**src/asp_pkg.sv**
```systemverilog
// Purpose: Constants and register map of the async serial port
// Assumes: 16-bit word register port, byte-wide registers in bits 7-0
// Notes: Counts are in bit rate ticks, eight a bit; ASP_IDLE_BITS is in bits
// Notes on behaviour
// Bit time is (divisor+1)*8 clocks, or 16 clocks when divisor is zero
// One start bit, then one to eight data bits
// Optional even, odd or no parity bit after the data
// One or two stop bits, checked by the receiver
// Parity, overrun, framing and break errors each have a flag
// Idle-line or address-bit wake-up tells address from data characters
// Buffer register in front of each shift register
// Independent transmit and receive enables
// Transmit buffer ready and transmitter empty flags
// Receive ready and break detected flags
// Summary receive error flag over the four error conditions
// Separate interrupt enables; break not gated by receive enable alone
// Data in bits 7-0; upper byte reads zero, writes ignored
// Software uses only 16-bit accesses
// Hardware measures incoming bit rate and loads the divisor
// 4-level transmit and receive FIFOs with their own controls
// NRZ levels held for the whole bit time on both pins
// Idle high, start low, LSB first, stop high
// Receiver samples bit centres at 8x and validates the start bit
package asp_pkg;
  localparam logic [15:0] ASP_COMMS_CONTROL = 16'h7050;
  localparam logic [15:0] ASP_CONTROL_ONE = 16'h7051;
  localparam logic [15:0] ASP_BAUD_HIGH = 16'h7052;
  localparam logic [15:0] ASP_BAUD_LOW = 16'h7053;
  localparam logic [15:0] ASP_CONTROL_TWO = 16'h7054;
  localparam logic [15:0] ASP_RX_STATUS = 16'h7055;
  localparam logic [15:0] ASP_RX_EMU = 16'h7056;
  localparam logic [15:0] ASP_RX_DATA = 16'h7057;
  localparam logic [15:0] ASP_TX_DATA = 16'h7059;
  localparam logic [15:0] ASP_FIFO_TX = 16'h705a;
  localparam logic [15:0] ASP_FIFO_RX = 16'h705b;
  localparam logic [15:0] ASP_FIFO_CT = 16'h705c;
  localparam logic [15:0] ASP_PRIORITY = 16'h705f;
  localparam logic [7:0] ASP_REG_RESET = 8'h00;
  localparam int ASP_CCR_STOP2 = 7;
  localparam int ASP_CCR_ODD = 6;
  localparam int ASP_CCR_PAREN = 5;
  localparam int ASP_CCR_ADDRMODE = 3;
  localparam int ASP_CTL1_ERRIE = 6;
  localparam int ASP_CTL1_RUN = 5;
  localparam int ASP_CTL1_TXWAKE = 3;
  localparam int ASP_CTL1_SLEEP = 2;
  localparam int ASP_CTL1_TXEN = 1;
  localparam int ASP_CTL1_RXEN = 0;
  localparam int ASP_FF_EN = 6;
  localparam int ASP_FF_CLR = 6;
  localparam int ASP_ABD_EN = 5;
  localparam logic [2:0] ASP_TICK_CENTRE = 3'h3;
  localparam logic [2:0] ASP_TICK_LAST = 3'h7;
  localparam logic [7:0] ASP_IDLE_TICKS = 8'h50;
  localparam logic [3:0] ASP_IDLE_BITS = 4'hb;
  localparam logic [2:0] ASP_FIFO_DEPTH = 3'h4;
endpackage

```
**src/asp_serial_port.sv**
```systemverilog
// Purpose: Async serial port with FIFOs, wake-up modes and rate detect
// Assumes: clk_i is the low speed peripheral clock; rx pin is asynchronous
// Notes: Read data appears one cycle after rd_i; a read of data pops it
`timescale 1ns/1ns
module asp_serial_port
  import asp_pkg::*;
(
  input wire logic clk_i,
  input wire logic reset_n_i,
  input wire logic [15:0] addr_i,
  input wire logic wr_i,
  input wire logic rd_i,
  input wire logic [15:0] wdata_i,
  output logic [15:0] rdata_o,
  input wire logic serial_rx_pin_i,
  output logic serial_tx_pin_o,
  output logic rx_int_o,
  output logic tx_int_o
);
  typedef enum logic {ASP_TX_IDLE, ASP_TX_SHIFT} asp_tx_type;
  typedef enum logic {ASP_RX_IDLE, ASP_RX_BITS} asp_rx_type;
  typedef struct packed {
    logic [7:0] ccr;
    logic [7:0] ctl1;
    logic [15:0] rate_divisor;
    logic [1:0] ctl2;
    logic [7:0] pri;
    logic ffen;
    logic abden;
    logic abdf;
    logic s1;
    logic s2;
    logic [15:0] pcnt;
    asp_tx_type tst;
    logic [2:0] ttk;
    logic [3:0] tn;
    logic [12:0] tsh;
    logic [3:0][7:0] txq;
    logic [1:0] twp;
    logic [1:0] trp;
    logic [2:0] tcn;
    asp_rx_type rst;
    logic [2:0] rtk;
    logic [3:0] rbit;
    logic [12:0] rsh;
    logic idle_seen;
    logic [7:0] icnt;
    logic [3:0][7:0] rxq;
    logic [1:0] rwp;
    logic [1:0] rrp;
    logic [2:0] rcn;
    logic pe;
    logic oe;
    logic fe;
    logic brk;
    logic wake;
    logic ovf;
    logic ameas;
    logic [18:0] acnt;
    logic [15:0] rdata;
    logic txo;
    logic rxint;
    logic txint;
  } asp_state_type;

  asp_state_type s;
  asp_state_type next_s;

  function automatic logic [3:0] asp_frame_len(input logic [7:0] c);
    asp_frame_len = 4'(c[2:0]) + 4'h3 + 4'(c[ASP_CCR_ADDRMODE]) + 4'(c[ASP_CCR_PAREN])
      + 4'(c[ASP_CCR_STOP2]);
  endfunction

  function automatic logic [7:0] asp_mask(input logic [7:0] d, input logic [2:0] lm1);
    asp_mask = d & 8'((9'h2 << lm1) - 9'h1);
  endfunction

  logic tick;
  logic [2:0] cap;
  logic [3:0] nlen;
  logic [7:0] txd;
  logic [12:0] fr;
  logic [3:0] pos;
  logic [7:0] rd;
  logic [3:0] sp;
  logic [12:0] rf;
  logic low_all;
  logic rx_fe;
  logic rx_pe;
  logic rx_addr;
  logic pop_rx;
  logic push_tx;
  logic rx_buffer_ready_flag;
  logic tx_buffer_ready_flag;
  logic txempty;
  logic rxerr;

  always_comb begin
    next_s = s;
    tick = 1'b0;
    fr = '1;
    pos = 4'h0;
    rd = 8'h00;
    sp = 4'h0;
    rf = s.rsh;
    low_all = 1'b1;
    rx_fe = 1'b0;
    rx_pe = 1'b0;
    rx_addr = 1'b0;
    nlen = asp_frame_len(s.ccr);
    // fifo depth
    cap = s.ffen ? ASP_FIFO_DEPTH : 3'h1;
    txd = asp_mask(s.txq[s.trp], s.ccr[2:0]);
    next_s.s1 = serial_rx_pin_i;
    next_s.s2 = s.s1;
    // bit rate divider
    if (s.pcnt >= ((s.rate_divisor == 16'h0000) ? 16'h0001 : s.rate_divisor)) begin
      tick = 1'b1;
      next_s.pcnt = 16'h0000;
    end else begin
      next_s.pcnt = s.pcnt + 16'h0001;
    end
    pop_rx = 1'b0;
    push_tx = 1'b0;
    next_s.rdata = 16'h0000;
    // low byte only
    if (rd_i) begin
      unique case (addr_i)
        ASP_COMMS_CONTROL: next_s.rdata[7:0] = s.ccr;
        ASP_CONTROL_ONE: next_s.rdata[7:0] = s.ctl1;
        ASP_BAUD_HIGH: next_s.rdata[7:0] = s.rate_divisor[15:8];
        ASP_BAUD_LOW: next_s.rdata[7:0] = s.rate_divisor[7:0];
        // status flags
        ASP_CONTROL_TWO: next_s.rdata[7:0] = {tx_buffer_ready_flag, txempty, 4'h0, s.ctl2};
        // status flags
        ASP_RX_STATUS: next_s.rdata[7:0] = {rxerr, rx_buffer_ready_flag, s.brk, s.fe, s.oe, s.pe, s.wake, 1'b0};
        ASP_RX_EMU: next_s.rdata[7:0] = s.rxq[s.rrp];
        ASP_RX_DATA: begin
          next_s.rdata[7:0] = s.rxq[s.rrp];
          pop_rx = rx_buffer_ready_flag;
        end
        ASP_TX_DATA: next_s.rdata[7:0] = s.txq[s.twp - 2'h1];
        ASP_FIFO_TX: next_s.rdata[7:0] = {1'b0, s.ffen, 3'h0, s.tcn};
        ASP_FIFO_RX: next_s.rdata[7:0] = {s.ovf, 4'h0, s.rcn};
        ASP_FIFO_CT: next_s.rdata[7:0] = {s.abdf, 1'b0, s.abden, 5'h00};
        ASP_PRIORITY: next_s.rdata[7:0] = s.pri;
        default: next_s.rdata = 16'h0000;
      endcase
    end
    if (wr_i) begin
      unique case (addr_i)
        ASP_COMMS_CONTROL: next_s.ccr = wdata_i[7:0];
        ASP_CONTROL_ONE: next_s.ctl1 = wdata_i[7:0];
        ASP_BAUD_HIGH: next_s.rate_divisor[15:8] = wdata_i[7:0];
        ASP_BAUD_LOW: next_s.rate_divisor[7:0] = wdata_i[7:0];
        ASP_CONTROL_TWO: next_s.ctl2 = wdata_i[1:0];
        ASP_TX_DATA: push_tx = tx_buffer_ready_flag;
        ASP_FIFO_TX: next_s.ffen = wdata_i[ASP_FF_EN];
        ASP_FIFO_RX: next_s.ovf = s.ovf & ~wdata_i[ASP_FF_CLR];
        ASP_FIFO_CT: begin
          next_s.abden = wdata_i[ASP_ABD_EN];
          next_s.abdf = s.abdf & ~wdata_i[ASP_FF_CLR];
        end
        ASP_PRIORITY: next_s.pri = wdata_i[7:0];
        default: next_s.pri = s.pri;
      endcase
    end
    // transmit buffer load
    if (push_tx) begin
      next_s.txq[s.twp] = wdata_i[7:0];
      next_s.twp = s.twp + 2'h1;
      next_s.tcn = next_s.tcn + 3'h1;
    end
    if (pop_rx) begin
      next_s.rrp = s.rrp + 2'h1;
      next_s.rcn = next_s.rcn - 3'h1;
    end
    // build transmit frame
    fr[0] = 1'b0;
    for (int i = 0; i < 8; i++) begin
      if (i <= int'(s.ccr[2:0])) begin
        fr[i + 1] = txd[i];
      end
    end
    pos = 4'(s.ccr[2:0]) + 4'h2;
    // address bit on transmit
    if (s.ccr[ASP_CCR_ADDRMODE]) begin
      fr[pos] = s.ctl1[ASP_CTL1_TXWAKE];
      pos = pos + 4'h1;
    end
    if (s.ccr[ASP_CCR_PAREN]) begin
      fr[pos] = (^txd) ^ s.ccr[ASP_CCR_ODD];
    end
    unique case (s.tst)
      ASP_TX_IDLE: begin
        // transmit enable
        if (tick && s.ctl1[ASP_CTL1_TXEN] && s.tcn != 3'h0) begin
          next_s.tst = ASP_TX_SHIFT;
          next_s.ttk = 3'h0;
          // idle-line gap before an address character
          if (!s.ccr[ASP_CCR_ADDRMODE] && s.ctl1[ASP_CTL1_TXWAKE]) begin
            next_s.tsh = '1;
            next_s.tn = ASP_IDLE_BITS;
          end else begin
            next_s.tsh = fr;
            next_s.tn = nlen;
            next_s.trp = s.trp + 2'h1;
            next_s.tcn = next_s.tcn - 3'h1;
          end
          if (!(wr_i && addr_i == ASP_CONTROL_ONE)) begin
            next_s.ctl1[ASP_CTL1_TXWAKE] = 1'b0;
          end
        end
      end
      ASP_TX_SHIFT: begin
        // hold each bit for eight ticks
        if (tick) begin
          next_s.ttk = s.ttk + 3'h1;
          if (s.ttk == ASP_TICK_LAST) begin
            next_s.tsh = {1'b1, s.tsh[12:1]};
            next_s.tn = s.tn - 4'h1;
            if (s.tn == 4'h1) begin
              next_s.tst = ASP_TX_IDLE;
            end
          end
        end
      end
    endcase
    next_s.txo = (next_s.tst == ASP_TX_SHIFT) ? next_s.tsh[0] : 1'b1;
    // idle-line detection
    if (s.rst == ASP_RX_IDLE && tick) begin
      if (s.s2) begin
        next_s.icnt = (s.icnt == 8'hff) ? s.icnt : s.icnt + 8'h01;
      end else begin
        next_s.icnt = 8'h00;
      end
    end
    // decode received frame
    // Include the bit sampled in this cycle so the last stop bit is seen
    if (s.rst == ASP_RX_BITS && tick && s.rtk == ASP_TICK_CENTRE) begin
      rf[s.rbit] = s.s2;
    end
    for (int i = 0; i < 8; i++) begin
      if (i <= int'(s.ccr[2:0])) begin
        rd[i] = rf[i + 1];
      end
    end
    pos = 4'(s.ccr[2:0]) + 4'h2;
    rx_addr = s.idle_seen;
    if (s.ccr[ASP_CCR_ADDRMODE]) begin
      rx_addr = rf[pos];
      pos = pos + 4'h1;
    end
    if (s.ccr[ASP_CCR_PAREN]) begin
      rx_pe = rf[pos] != ((^rd) ^ s.ccr[ASP_CCR_ODD]);
      pos = pos + 4'h1;
    end
    sp = pos;
    rx_fe = !rf[sp] || (s.ccr[ASP_CCR_STOP2] && !rf[sp + 4'h1]);
    for (int i = 0; i < 13; i++) begin
      if (i <= int'(sp)) begin
        low_all = low_all & ~rf[i];
      end
    end
    unique case (s.rst)
      ASP_RX_IDLE: begin
        // receive enable
        if (tick && !s.s2 && s.ctl1[ASP_CTL1_RXEN]) begin
          next_s.rst = ASP_RX_BITS;
          next_s.rtk = 3'h0;
          next_s.rbit = 4'h0;
          next_s.idle_seen = s.icnt >= ASP_IDLE_TICKS;
        end
      end
      ASP_RX_BITS: begin
        if (tick) begin
          next_s.rtk = s.rtk + 3'h1;
          // centre sample and start check
          if (s.rtk == ASP_TICK_CENTRE) begin
            next_s.rsh[s.rbit] = s.s2;
            next_s.rbit = s.rbit + 4'h1;
            if (s.rbit == 4'h0 && s.s2) begin
              next_s.rst = ASP_RX_IDLE;
            end else if (s.rbit == nlen - 4'h1) begin
              next_s.rst = ASP_RX_IDLE;
            end
          end
        end
      end
    endcase
    // store character and errors
    if (s.rst == ASP_RX_BITS && next_s.rst == ASP_RX_IDLE && s.rbit != 4'h0) begin
      next_s.icnt = 8'h00;
      if (!s.ctl1[ASP_CTL1_SLEEP] || rx_addr) begin
        next_s.wake = rx_addr;
        next_s.pe = s.pe | rx_pe;
        next_s.fe = s.fe | rx_fe;
        next_s.brk = s.brk | (rx_fe & low_all);
        if (next_s.rcn >= cap) begin
          next_s.oe = 1'b1;
          next_s.ovf = next_s.ovf | s.ffen;
        end else begin
          next_s.rxq[s.rwp] = rd;
          next_s.rwp = s.rwp + 2'h1;
          next_s.rcn = next_s.rcn + 3'h1;
        end
      end
    end
    // measure start bit low time
    if (s.abden && !s.abdf) begin
      if (!s.s2) begin
        next_s.ameas = 1'b1;
        next_s.acnt = (s.acnt[18]) ? s.acnt : s.acnt + 19'h00001;
      end else if (s.ameas) begin
        next_s.ameas = 1'b0;
        next_s.acnt = 19'h00000;
        next_s.abdf = 1'b1;
        next_s.rate_divisor = (s.acnt < 19'h00010) ? 16'h0000 : 16'(s.acnt[18:3] - 16'h0001);
      end
    end
    // interrupt enables
    next_s.rxint = (rx_buffer_ready_flag & s.ctl2[1]) | (s.brk & (s.ctl2[1] | s.ctl1[ASP_CTL1_ERRIE]))
      | (rxerr & s.ctl1[ASP_CTL1_ERRIE]);
    next_s.txint = tx_buffer_ready_flag & s.ctl2[0];
    // Software reset clears error and wake flags, buffers and both paths
    if (!s.ctl1[ASP_CTL1_RUN]) begin
      next_s.tst = ASP_TX_IDLE;
      next_s.rst = ASP_RX_IDLE;
      next_s.txo = 1'b1;
      next_s.tcn = 3'h0;
      next_s.twp = 2'h0;
      next_s.trp = 2'h0;
      next_s.rcn = 3'h0;
      next_s.rwp = 2'h0;
      next_s.rrp = 2'h0;
      next_s.pe = 1'b0;
      next_s.oe = 1'b0;
      next_s.fe = 1'b0;
      next_s.brk = 1'b0;
      next_s.wake = 1'b0;
    end
  end

  assign rx_buffer_ready_flag = s.rcn != 3'h0;
  assign tx_buffer_ready_flag = s.tcn < cap;
  assign txempty = s.tst == ASP_TX_IDLE && s.tcn == 3'h0;
  // summary error
  assign rxerr = s.pe | s.oe | s.fe | s.brk;

  always_ff @(posedge clk_i) begin
    if (!reset_n_i) begin
      s <= '0;
      s.ccr <= ASP_REG_RESET;
      s.ctl1 <= ASP_REG_RESET;
      s.s1 <= 1'b1;
      s.s2 <= 1'b1;
      s.tsh <= '1;
      s.txo <= 1'b1;
    end else begin
      s <= next_s;
    end
  end

  assign rdata_o = s.rdata;
  assign serial_tx_pin_o = s.txo;
  assign rx_int_o = s.rxint;
  assign tx_int_o = s.txint;
endmodule

```
**config.mk**
```make
export PLATFORM = sky130hd
export DESIGN_NAME = asp_serial_port
export DESIGN_NICKNAME = d
export VERILOG_FILES = /design/src/asp_pkg.sv /design/src/asp_serial_port.sv
export SDC_FILE = /design/constraint.sdc
export NUM_CORES = 1
export LEC_CHECK = 0
export BUFFER_PORTS_ARGS = -buffer_cell sky130_fd_sc_hd__buf_2
export CAP_MARGIN = 20
export CORE_ASPECT_RATIO = 0.7
export CORE_MARGIN = 10
export CORE_UTILIZATION = 51
export CTS_CLUSTER_DIAMETER = 60
export DETAILED_ROUTE_END_ITERATION = 8
export PLACE_DENSITY = 0.78
export REMOVE_ABC_BUFFERS = 1
export SETUP_SLACK_MARGIN = 0.1
export SLEW_MARGIN = 20
export SYNTH_ARGS = -nofsm -noshare
export SYNTH_HDL_FRONTEND = slang
export SYNTH_SLANG_ARGS = --single-unit
```
**constraint.sdc**
```tcl
create_clock -name clk_i -period 6.2 [get_ports clk_i]
set_input_delay 0.62 -clock clk_i [delete_from_list [all_inputs] [get_ports clk_i]]
set_output_delay 0.62 -clock clk_i [all_outputs]
set_load 0.005 [all_outputs]
```
# --- Yosys cells after proc, flatten, opt, wreduce, memory -nomap -nowiden ---
# Index checks and enable logic that the tools add are counted.
totals:
  ramBits: 0
  mem_count: 0
  latchBits: 0
  regBits: 237
  output_inout_bits: 19
  rom_bits: 0
  elab_cells: 378
  in_bits: 37
classes:
  n_bitwise: 52
  add_sub_neg: 27
  reduce_logical: 61
  shifts: 1
  mux: 119
  magnitude_cmp: 39
  n_eq_ne: 28
  mul: 0
  n_div: 0
ops:
  columns: ["op", "n"]
  rows:
  - ["$eq A16 B15 Y1 const B", 13]
  - ["$pmux W8 S12", 1]
  - ["$mux W8", 11]
  - ["$mux W16", 5]
  - ["$bwmux W32", 2]
  - ["$mux W21", 3]
  - ["$mux W1", 56]
  - ["$mux W17", 3]
  - ["$bmux W8 S2", 3]
  - ["$pmux W21 S2", 1]
  - ["$bwmux W13", 3]
  - ["$mux W13", 3]
  - ["$mux W19", 2]
  - ["$mux W33", 1]
  - ["$demux W8 S2", 2]
  - ["$reduce_and A2 Y1", 14]
  - ["$lt A4 B5 Y1 const B", 5]
  - ["$reduce_and A3 Y1", 8]
  - ["$mux W3", 7]
  - ["$le A4 B4 Y1 const A", 5]
  - ["$logic_and A1 B1 Y1", 20]
  - ["$mux W20", 1]
  - ["$not A1 Y1", 20]
  - ["$add A19 B1 Y19 const B", 1]
  - ["other kinds (54)", 137]

# --- Longest topological paths before layout ---
# Gate-level depths: netlist of run 1.
logic_depth:
  ltp_word: 36
  depth_mapped: 18

# --- Worst setup path after synthesis of run 1 ---
# Ideal clock, no wire load.
synth_path:
  kind: "reg-to-reg"
  startpoint: "reg s[229] in the netlist's numbering"
  endpoint: "reg s[47] in the netlist's numbering"
  setup_ns: 0.125
  stages_incl_launch_ff: 19
  arrival_time_ns: 4.286
  path_buffers: 3
  path_slack_ns: 1.790
  cell_sequence: "dfxtp_1 clkbuf_1 clkinv_1 ha_1 fa_1 fa_1 xnor2_1 nor2_1 xnor2_1 xnor2_1 nor4_1 nand3_1 o21bai_1 a211oi_1 a211o_1 buf_6 buf_8 and4_4 nor3_2"
synth_between:
  elab_chain_cells: 15
synth_lines:
  columns: ["item", "line", "rtl"]
  rows:
  - ["start, declared", "asp_serial_port.sv:66", "asp_state_type s;"]
  - ["start signal, assigned", "asp_serial_port.sv:360", "s <= next_s;"]
  - ["$add A3 B2 Y4", "asp_serial_port.sv:70", "asp_frame_len = 4'(c[2:0]) + 4'h3 + 4'(c[ASP_CCR_ADDRMODE]) + 4'(c[ASP_CCR_PAREN])"]
  - ["$add A4 B1 Y4 (2 in series)", "asp_serial_port.sv:70", null]
  - ["$add A4 B1 Y4", "asp_serial_port.sv:71", "+ 4'(c[ASP_CCR_STOP2]);"]
  - ["$sub A4 B1 Y4", "asp_serial_port.sv:284", "end else if (s.rbit == nlen - 4'h1) begin"]
  - ["$eq A4 B4 Y1", "asp_serial_port.sv:284", null]
  - ["$mux W1", "asp_serial_port.sv:284", null]
  - ["$mux W1", "asp_serial_port.sv:282", "if (s.rbit == 4'h0 && s.s2) begin"]
  - ["$mux W1", "asp_serial_port.sv:279", "if (s.rtk == ASP_TICK_CENTRE) begin"]
  - ["$mux W21", "asp_serial_port.sv:276", "if (tick) begin"]
  - ["$pmux W8 S2", "asp_serial_port.sv:265", "unique case (s.rst)"]
  - ["$not A1 Y1", "asp_serial_port.sv:292", "if (s.rst == ASP_RX_BITS && next_s.rst == ASP_RX_IDLE && s.rbit != 4'h0) begin"]
  - ["$logic_and A1 B1 Y1 (2 in series)", "asp_serial_port.sv:292", null]
  - ["$mux W9 (*)", "asp_serial_port.sv:292", null]
# Mark *: on every way between the ends. The rest lies on a longest branch, timed or not. The select of a mux whose other input is x is not followed.
# A chain may end at the register's enable or synchronous reset.

# --- Worst setup path in the final report of run 1 ---
layout_path:
  startpoint: "reg s[229] in the netlist's numbering"
  endpoint: "reg s[64] in the netlist's numbering"
layout_between:
  elab_chain_cells: 15
layout_lines:
  columns: ["item", "line"]
  rows:
  - ["$add A3 B2 Y4", "asp_serial_port.sv:70"]
  - ["$add A4 B1 Y4 (2 in series)", "asp_serial_port.sv:70"]
  - ["$add A4 B1 Y4", "asp_serial_port.sv:71"]
  - ["$sub A4 B1 Y4", "asp_serial_port.sv:284"]
  - ["$eq A4 B4 Y1", "asp_serial_port.sv:284"]
  - ["$mux W1", "asp_serial_port.sv:284"]
  - ["$mux W1", "asp_serial_port.sv:282"]
  - ["$mux W1", "asp_serial_port.sv:279"]
  - ["$mux W21", "asp_serial_port.sv:276"]
  - ["$pmux W8 S2", "asp_serial_port.sv:265"]
  - ["$not A1 Y1", "asp_serial_port.sv:292"]
  - ["$logic_and A1 B1 Y1 (2 in series)", "asp_serial_port.sv:292"]
  - ["$reduce_and A3 Y1 (no line)", null]
# Several ways; a longest one is shown, not always the timed one. The select of a mux whose other input is x is not followed.

==> out/results.ini, run 1 <==
[power_and_ir_drop]
vdd_drop_max_uv = 194
p_int_w = 0.00245
power.density_mw_per_mm2 = 222
swShare_pct = 27.3
p_seq_share_pct = 44.5
power_frac_comb_pct = 9.1
leakage_nw = 5.85
p_sw_w = 0.000920
clkPwrFrac_pct = 46.5
power_w = 0.00337

[sta]
clock.fmax_mhz = 195
tightestPinTransition_ns = 0.911
timing.slew.headroom_pct = 39.1
setup_viol_count_final = 0
drv_slew = 0
period_share_pct = 82.6
rsz0062_at_grt = no
period_needed_ns = 5.12
fin_tns_setup_ns = 0
hold_viol = 0
fin_worst_skew_ns = 0.0186

[critical_path]
cp.required_ns = 6.67
cp.depth = 15
cp_top_family = adder cells
crit_path_max_fanout = 14
cp_common_cell = xnor2_1
cp.arrival_ns = 5.59
cp-end-kind = flip-flop
worst-path-buf-inv = 1
path_cells = clkinv_1 -> ha_1 -> fa_1 -> fa_1 -> xnor2_1 -> nor2_1 -> xnor2_1 -> xnor2_1 -> nor4_1 -> nand3_1 -> o21bai_1 -> a211oi_1 -> a211o_1 -> nand3_4 -> mux2i_1
reg2reg_depth = 15
crit_path_max_incr_delay_ns = 0.63
worst-setup-path-type = reg -> reg
start_kind = flip-flop
cp_slowest_cell = a211o_1

[placement]
dp_hpwl_um = 29500
io_buffers = 39
gp_congestion = 0.958

[synth]
synth_flop_cell = dfxtp_1
synth_edf_count = 0
yosysMostFrequentCell = nand2_1
synth_cells = 1671
synthArstFlopShare_pct = 0
yosysSeqAreaShare_pct = 32.6
synth-warning-count = 0
synth.top_cell.area_share_pct = 32.6
avgSynthCellArea_um2 = 8.42
synth_top_area_cell = dfxtp_1
synth_seq_cells = 229
yosysUniqueCellTypes = 93
synth_area_leaders = dfxtp_1 (33%), nand2_1 (6.3%), ha_1 (6.0%)
synth_common_cells = nand2_1 (235), dfxtp_1 (229), nand3_1 (112)
synth_area_mm2 = 0.0141

[drt]
ant_nets = 0
vias_per_cell = 6.30
wirelength_um = 41400
dr.pass1.iters = 8
drc = 0
vias = 12800
drt_iter0_drc = 1846
wire_per_inst_um = 20.4

[final_layout]
final_util_pct = 56.2
finalNetCount = 1751
layout-drive-gt1-share_pct = 9.81
syn_to_final_growth_pct = 7.72
diodes = 0

[clock_tree]
cts_tree = done
clockBufferDepth = 3
postCtsResizedCells = 0
cts_hold_buffers = 0
cts.sinks = 229
clkTransAtPathRegs_ns = 0.07
cts_max_level = 1
root_buffer = clkbuf_16
cts_setup_buffers = 0
cts_made_buffers = 25
clk_latency_ns = 0.55

[grt]
grt_pass1_vias = 11800
antenna_found_initial = 1
grt_max_degree = 80
grt_pass1_wl_um = 65300
grt-ovfl-total = 0
track_usage_pct = 22.8

[outcome]
status = finished, final reports clean

[floorplan]
std_cell_rows = 50
dieArea_mm2 = 0.0348
core_area_mm2 = 0.0270
die_y_um = 159
die_width_um = 219
start_util_pct = 52.2
pin_count = 56

[job]
cap_violations = 0

[hold_path]
hold_class = in -> reg
holdPathStages = 2

==> sequential cells by signal, indices dropped and copies added (netlist names) <==
name             flops
s                  217
rdata_o              8
rx_int_o             1
serial_tx_pin_o      1
tx_int_o             1
next_s               1
==> routing by layer <==
metal / part of all wire (%) / up-vias / GRT usage [%]
met5: 0 / - / 0
met4: 2.8 / 0 / 6.20
met3: 12 / 108 / 6.27
met2: 42 / 702 / 32.0
met1: 44 / 6052 / 33.3
li1: - / 5895 / -
==> power groups by stage <==
| stage | clock network (W) | logic (W) | registers [W] |
|---|---|---|---|
| 6_report | 0.00156 | 0.000305 | 0.00150 |
| 5_1_grt | 0.00163 | 0.000326 | 0.00150 |
| 4_1_cts | 0.00157 | 0.000300 | 0.00150 |
| 3_5_place_dp | 0 | 0.000300 | 0.00153 |
| 3_3_place_gp | 0 | 0.000290 | 0.00153 |
| 2_1_floorplan | 0 | 0.000168 | 0.00153 |
==> final timing paths <==
kind	startpoint	endpoint	slack, ns
worst min register to register	next_s[190]$_SDFF_PN1_	s[190]$_SDFF_PN1_	0.43
worst max-delay path	s[229]$_SDFFE_PN0P_	s[64]$_SDFFE_PN0P_	1.08
worst min-delay path	serial_rx_pin_i	next_s[190]$_SDFF_PN1_	0.26
worst max register to register	s[229]$_SDFFE_PN0P_	s[64]$_SDFFE_PN0P_	1.08
==> metrics by stage <==
stage	worst slack, ns	hold WS (ns)	area, um^2	instances
final	1.08	0.259	15200	2026
after floorplan	1.69	0.386	13600	1563
after global placement	1.29	0.421	14300	1981
after CTS	1.12	0.254	15200	2026
after global routing	0.698	0.250	15200	2026
after detailed placement	1.18	0.393	14300	1981
==> layout make-up <==
cell class              instances  area [um^2]
clock buffers                  28          647
flip-flops and latches        229         4580
well taps                     364          455
multi-input cells            1270         8730
inverters                      64          240
clock inverters                17          193
repair buffers                 54          310
fillers                      2362        11800
==> cell usage in the layout, fill, tap and decap left out, drive strengths merged, types with 6 or more instances in the layout <==
cell     instances
nand2b          15
and3            21
a31oi           15
inv             67
nand4           29
xnor2           56
mux4            27
o21ai           69
o2111ai          7
dfxtp          229
nor2b           34
o22ai           13
buf             54
nand3b           8
a32oi            7
or3             12
a21oi           53
or3b             7
nor3            30
xor2            27
a222oi           8
a21boi          59
a22oi           24
conb             8
nor4            11
and2            27
mux2i           74
o211a            6
nand3          118
nor2           109
clkbuf          28
clkinv           9
a22o             7
o211ai           9
nand2          236
ha              68
==> cell families (layout without fill, tap and decap cells) <==
logic type	Yosys count	count (layout)	share of synthesized area, %
compound gates	333	333	16.6
xor+xnor	85	85	5.64
fa+ha+maj	70	70	6.33
buf+inv	179	163	5.61
flops	229	229	32.6
mux	106	106	9.98
other cells	1	8	0.0266
simple gates	668	668	23.2
(Power assumes the default switching activity.)
==> run 2, diff against run 1 <==
PLACE_DENSITY = 0.8   (was 0.78)
clock period = 4.18 ns   (was 6.2 ns; I/O delays follow)
==> out/results.ini, run 2 (same netlist as run 1, synthesis figures left out) <==
[grt]
grt_pass1_vias = 12200
antenna_found_initial = 1
grt_pass1_wl_um = 66900
grt-ovfl-total = 0
track_usage_pct = 23.5
grt_max_degree = 59

[drt]
vias = 13400
dr.pass1.iters = 9
drc = 0
wirelength_um = 44000
ant_nets = 0
wire_per_inst_um = 21.0
vias_per_cell = 6.40
drt_iter0_drc = 1888

[critical_path]
cp-end-kind = flip-flop
cp_slowest_cell = or3b_2
crit_path_max_incr_delay_ns = 0.48
cp.required_ns = 4.64
cp_common_cell = o211ai_1
crit_path_max_fanout = 6
worst-setup-path-type = reg -> reg
cp.arrival_ns = 4.62
path_cells = nor3_1 -> a41o_1 -> ha_1 -> nand2b_4 -> a2111oi_4 -> nand3b_1 -> and3_4 -> buf_4 -> or3b_2 -> and2_4 -> mux4_2 -> o211ai_1 -> nand3_1 -> or3_1 -> o211ai_1
start_kind = flip-flop

[final_layout]
final_util_pct = 59.4
layout_common_cells = nand2_1 (233), dfxtp_1 (228), nand3_1 (111)
regMostFlops = s
syn_to_final_growth_pct = 13.8
layout-drive-gt1-share_pct = 15.2
largest_reg_flops = 217
diodes = 0
final_common_cell = nand2_1
finalNetCount = 1821

[power_and_ir_drop]
power_frac_comb_pct = 15.3
clkPwrFrac_pct = 42.1
p_sw_w = 0.00140
p_seq_share_pct = 42.6
p_int_w = 0.00382
swShare_pct = 26.7
power.density_mw_per_mm2 = 326
vdd_drop_max_uv = 268
leakage_nw = 6.25
power_w = 0.00522

[floorplan]
std_cell_rows = 50
die_y_um = 159
start_util_pct = 52.2
core_area_mm2 = 0.0270
pin_count = 56
dieArea_mm2 = 0.0348
die_width_um = 219

[clock_tree]
clk_latency_ns = 0.54
cts_hold_buffers = 0
root_buffer = clkbuf_16
clkTransAtPathRegs_ns = 0.06
cts_made_buffers = 24
cts_tree = done
cts_max_level = 1
clockBufferDepth = 3
cts.sinks = 229

[sta]
fin_worst_skew_ns = 0.0197
hold_viol = 0
tightestPinTransition_ns = 1.10
period_share_pct = 99.7
clock.fmax_mhz = 240
drv_slew = 0
fin_ws_ns = 0.0119
timing.slew.headroom_pct = 26.7
setup_viol_count_final = 0
period_needed_ns = 4.17
rsz0062_at_grt = yes

[outcome]
status = finished, final reports clean

[placement]
dp_slack_ns = 0.0458
io_buffers = 39
gp_congestion = 0.978
dp_hpwl_um = 31000

[hold_path]
hold_class = in -> reg

[job]
cap_violations = 0

run 2: cell types whose count changed in the layout (fill, tap and decap cells not counted), sizes merged:
cell      previous run  this run
bufinv               3         1
clkinvlp             2         4
clkbuf              28        36
inv                 67        64
clkinv               9         2
buf                 54       123
run 2: power by group through the flow:
stage | Sequential [W] | Clock [W] | Combinational [W]
2_1_floorplan | 0.00226 | 0 | 0.000250
6_report | 0.00222 | 0.00220 | 0.000801
3_5_place_dp | 0.00227 | 0 | 0.000463
3_3_place_gp | 0.00227 | 0 | 0.000444
4_1_cts | 0.00222 | 0.00221 | 0.000503
5_1_grt | 0.00222 | 0.00229 | 0.000836
run 2: worst paths after layout:
check,slack [ns],start,cells after the start,end
hold / removal,0.07,serial_rx_pin_i,2,next_s[190]$_SDFF_PN1_
setup / recovery,0.01,s[218]$_SDFF_PN0_,15,s[44]$_SDFFE_PN0P_
hold reg to reg,0.42,next_s[190]$_SDFF_PN1_,1,s[190]$_SDFF_PN1_
setup reg to reg,0.01,s[218]$_SDFF_PN0_,15,s[44]$_SDFFE_PN0P_
run 2: per-stage QoR:
| stage | instances | TNS, ns | cell area [um^2] | hold slack, ns |
|---|---|---|---|---|
| floorplan | 1563 | -12.51 | 13600 | 0.386 |
| global placement | 2034 | 0 | 14700 | 0.405 |
| detailed placement | 2034 | 0 | 14700 | 0.400 |
| CTS | 2077 | 0 | 15600 | 0.0591 |
| global route | 2093 | -0.00492 | 16000 | 0.0634 |
| finish | 2093 | 0 | 16000 | 0.0669 |
run 2: timing repair:
action / CTS / global route
endpoints found under the setup margin: 38 / 42
endpoints found under the hold margin: 0 / 0
cloned: 0 / 2
buffers inserted: 2 / 14
pin swaps: 2 / 23
resized for setup: 5 / 55
run 2: cell type report:
type	instances	area, um^2
timing repair buffer	125	926
clock buffer	34	719
fill	2262	10900
tap	364	455
inverter	64	240
sequential	229	4590
multi-input combinational	1270	9010
clock inverter	7	80.1
run 2: critical path: cells and delay by family, from the launching register on:
| family | cells | cell delay, ns |
|---|---|---|
| AOI/OAI and AO/OA | 4 | 0.82 |
| DFF | 1 | 0.41 |
| adders and majority gates | 1 | 0.30 |
| and+or+nand+nor | 8 | 1.91 |
| muxes | 1 | 0.48 |
| buffers and inverters | 1 | 0.15 |
run 2: routing by layer:
metal  routed length, um  track usage (%)  vias up
met1               18400             33.5     6423
met3                5820             7.07      130
met2               18300             33.0      838
met5                   0                0        -
li1                    -                -     6014
met4                1530             6.99        0
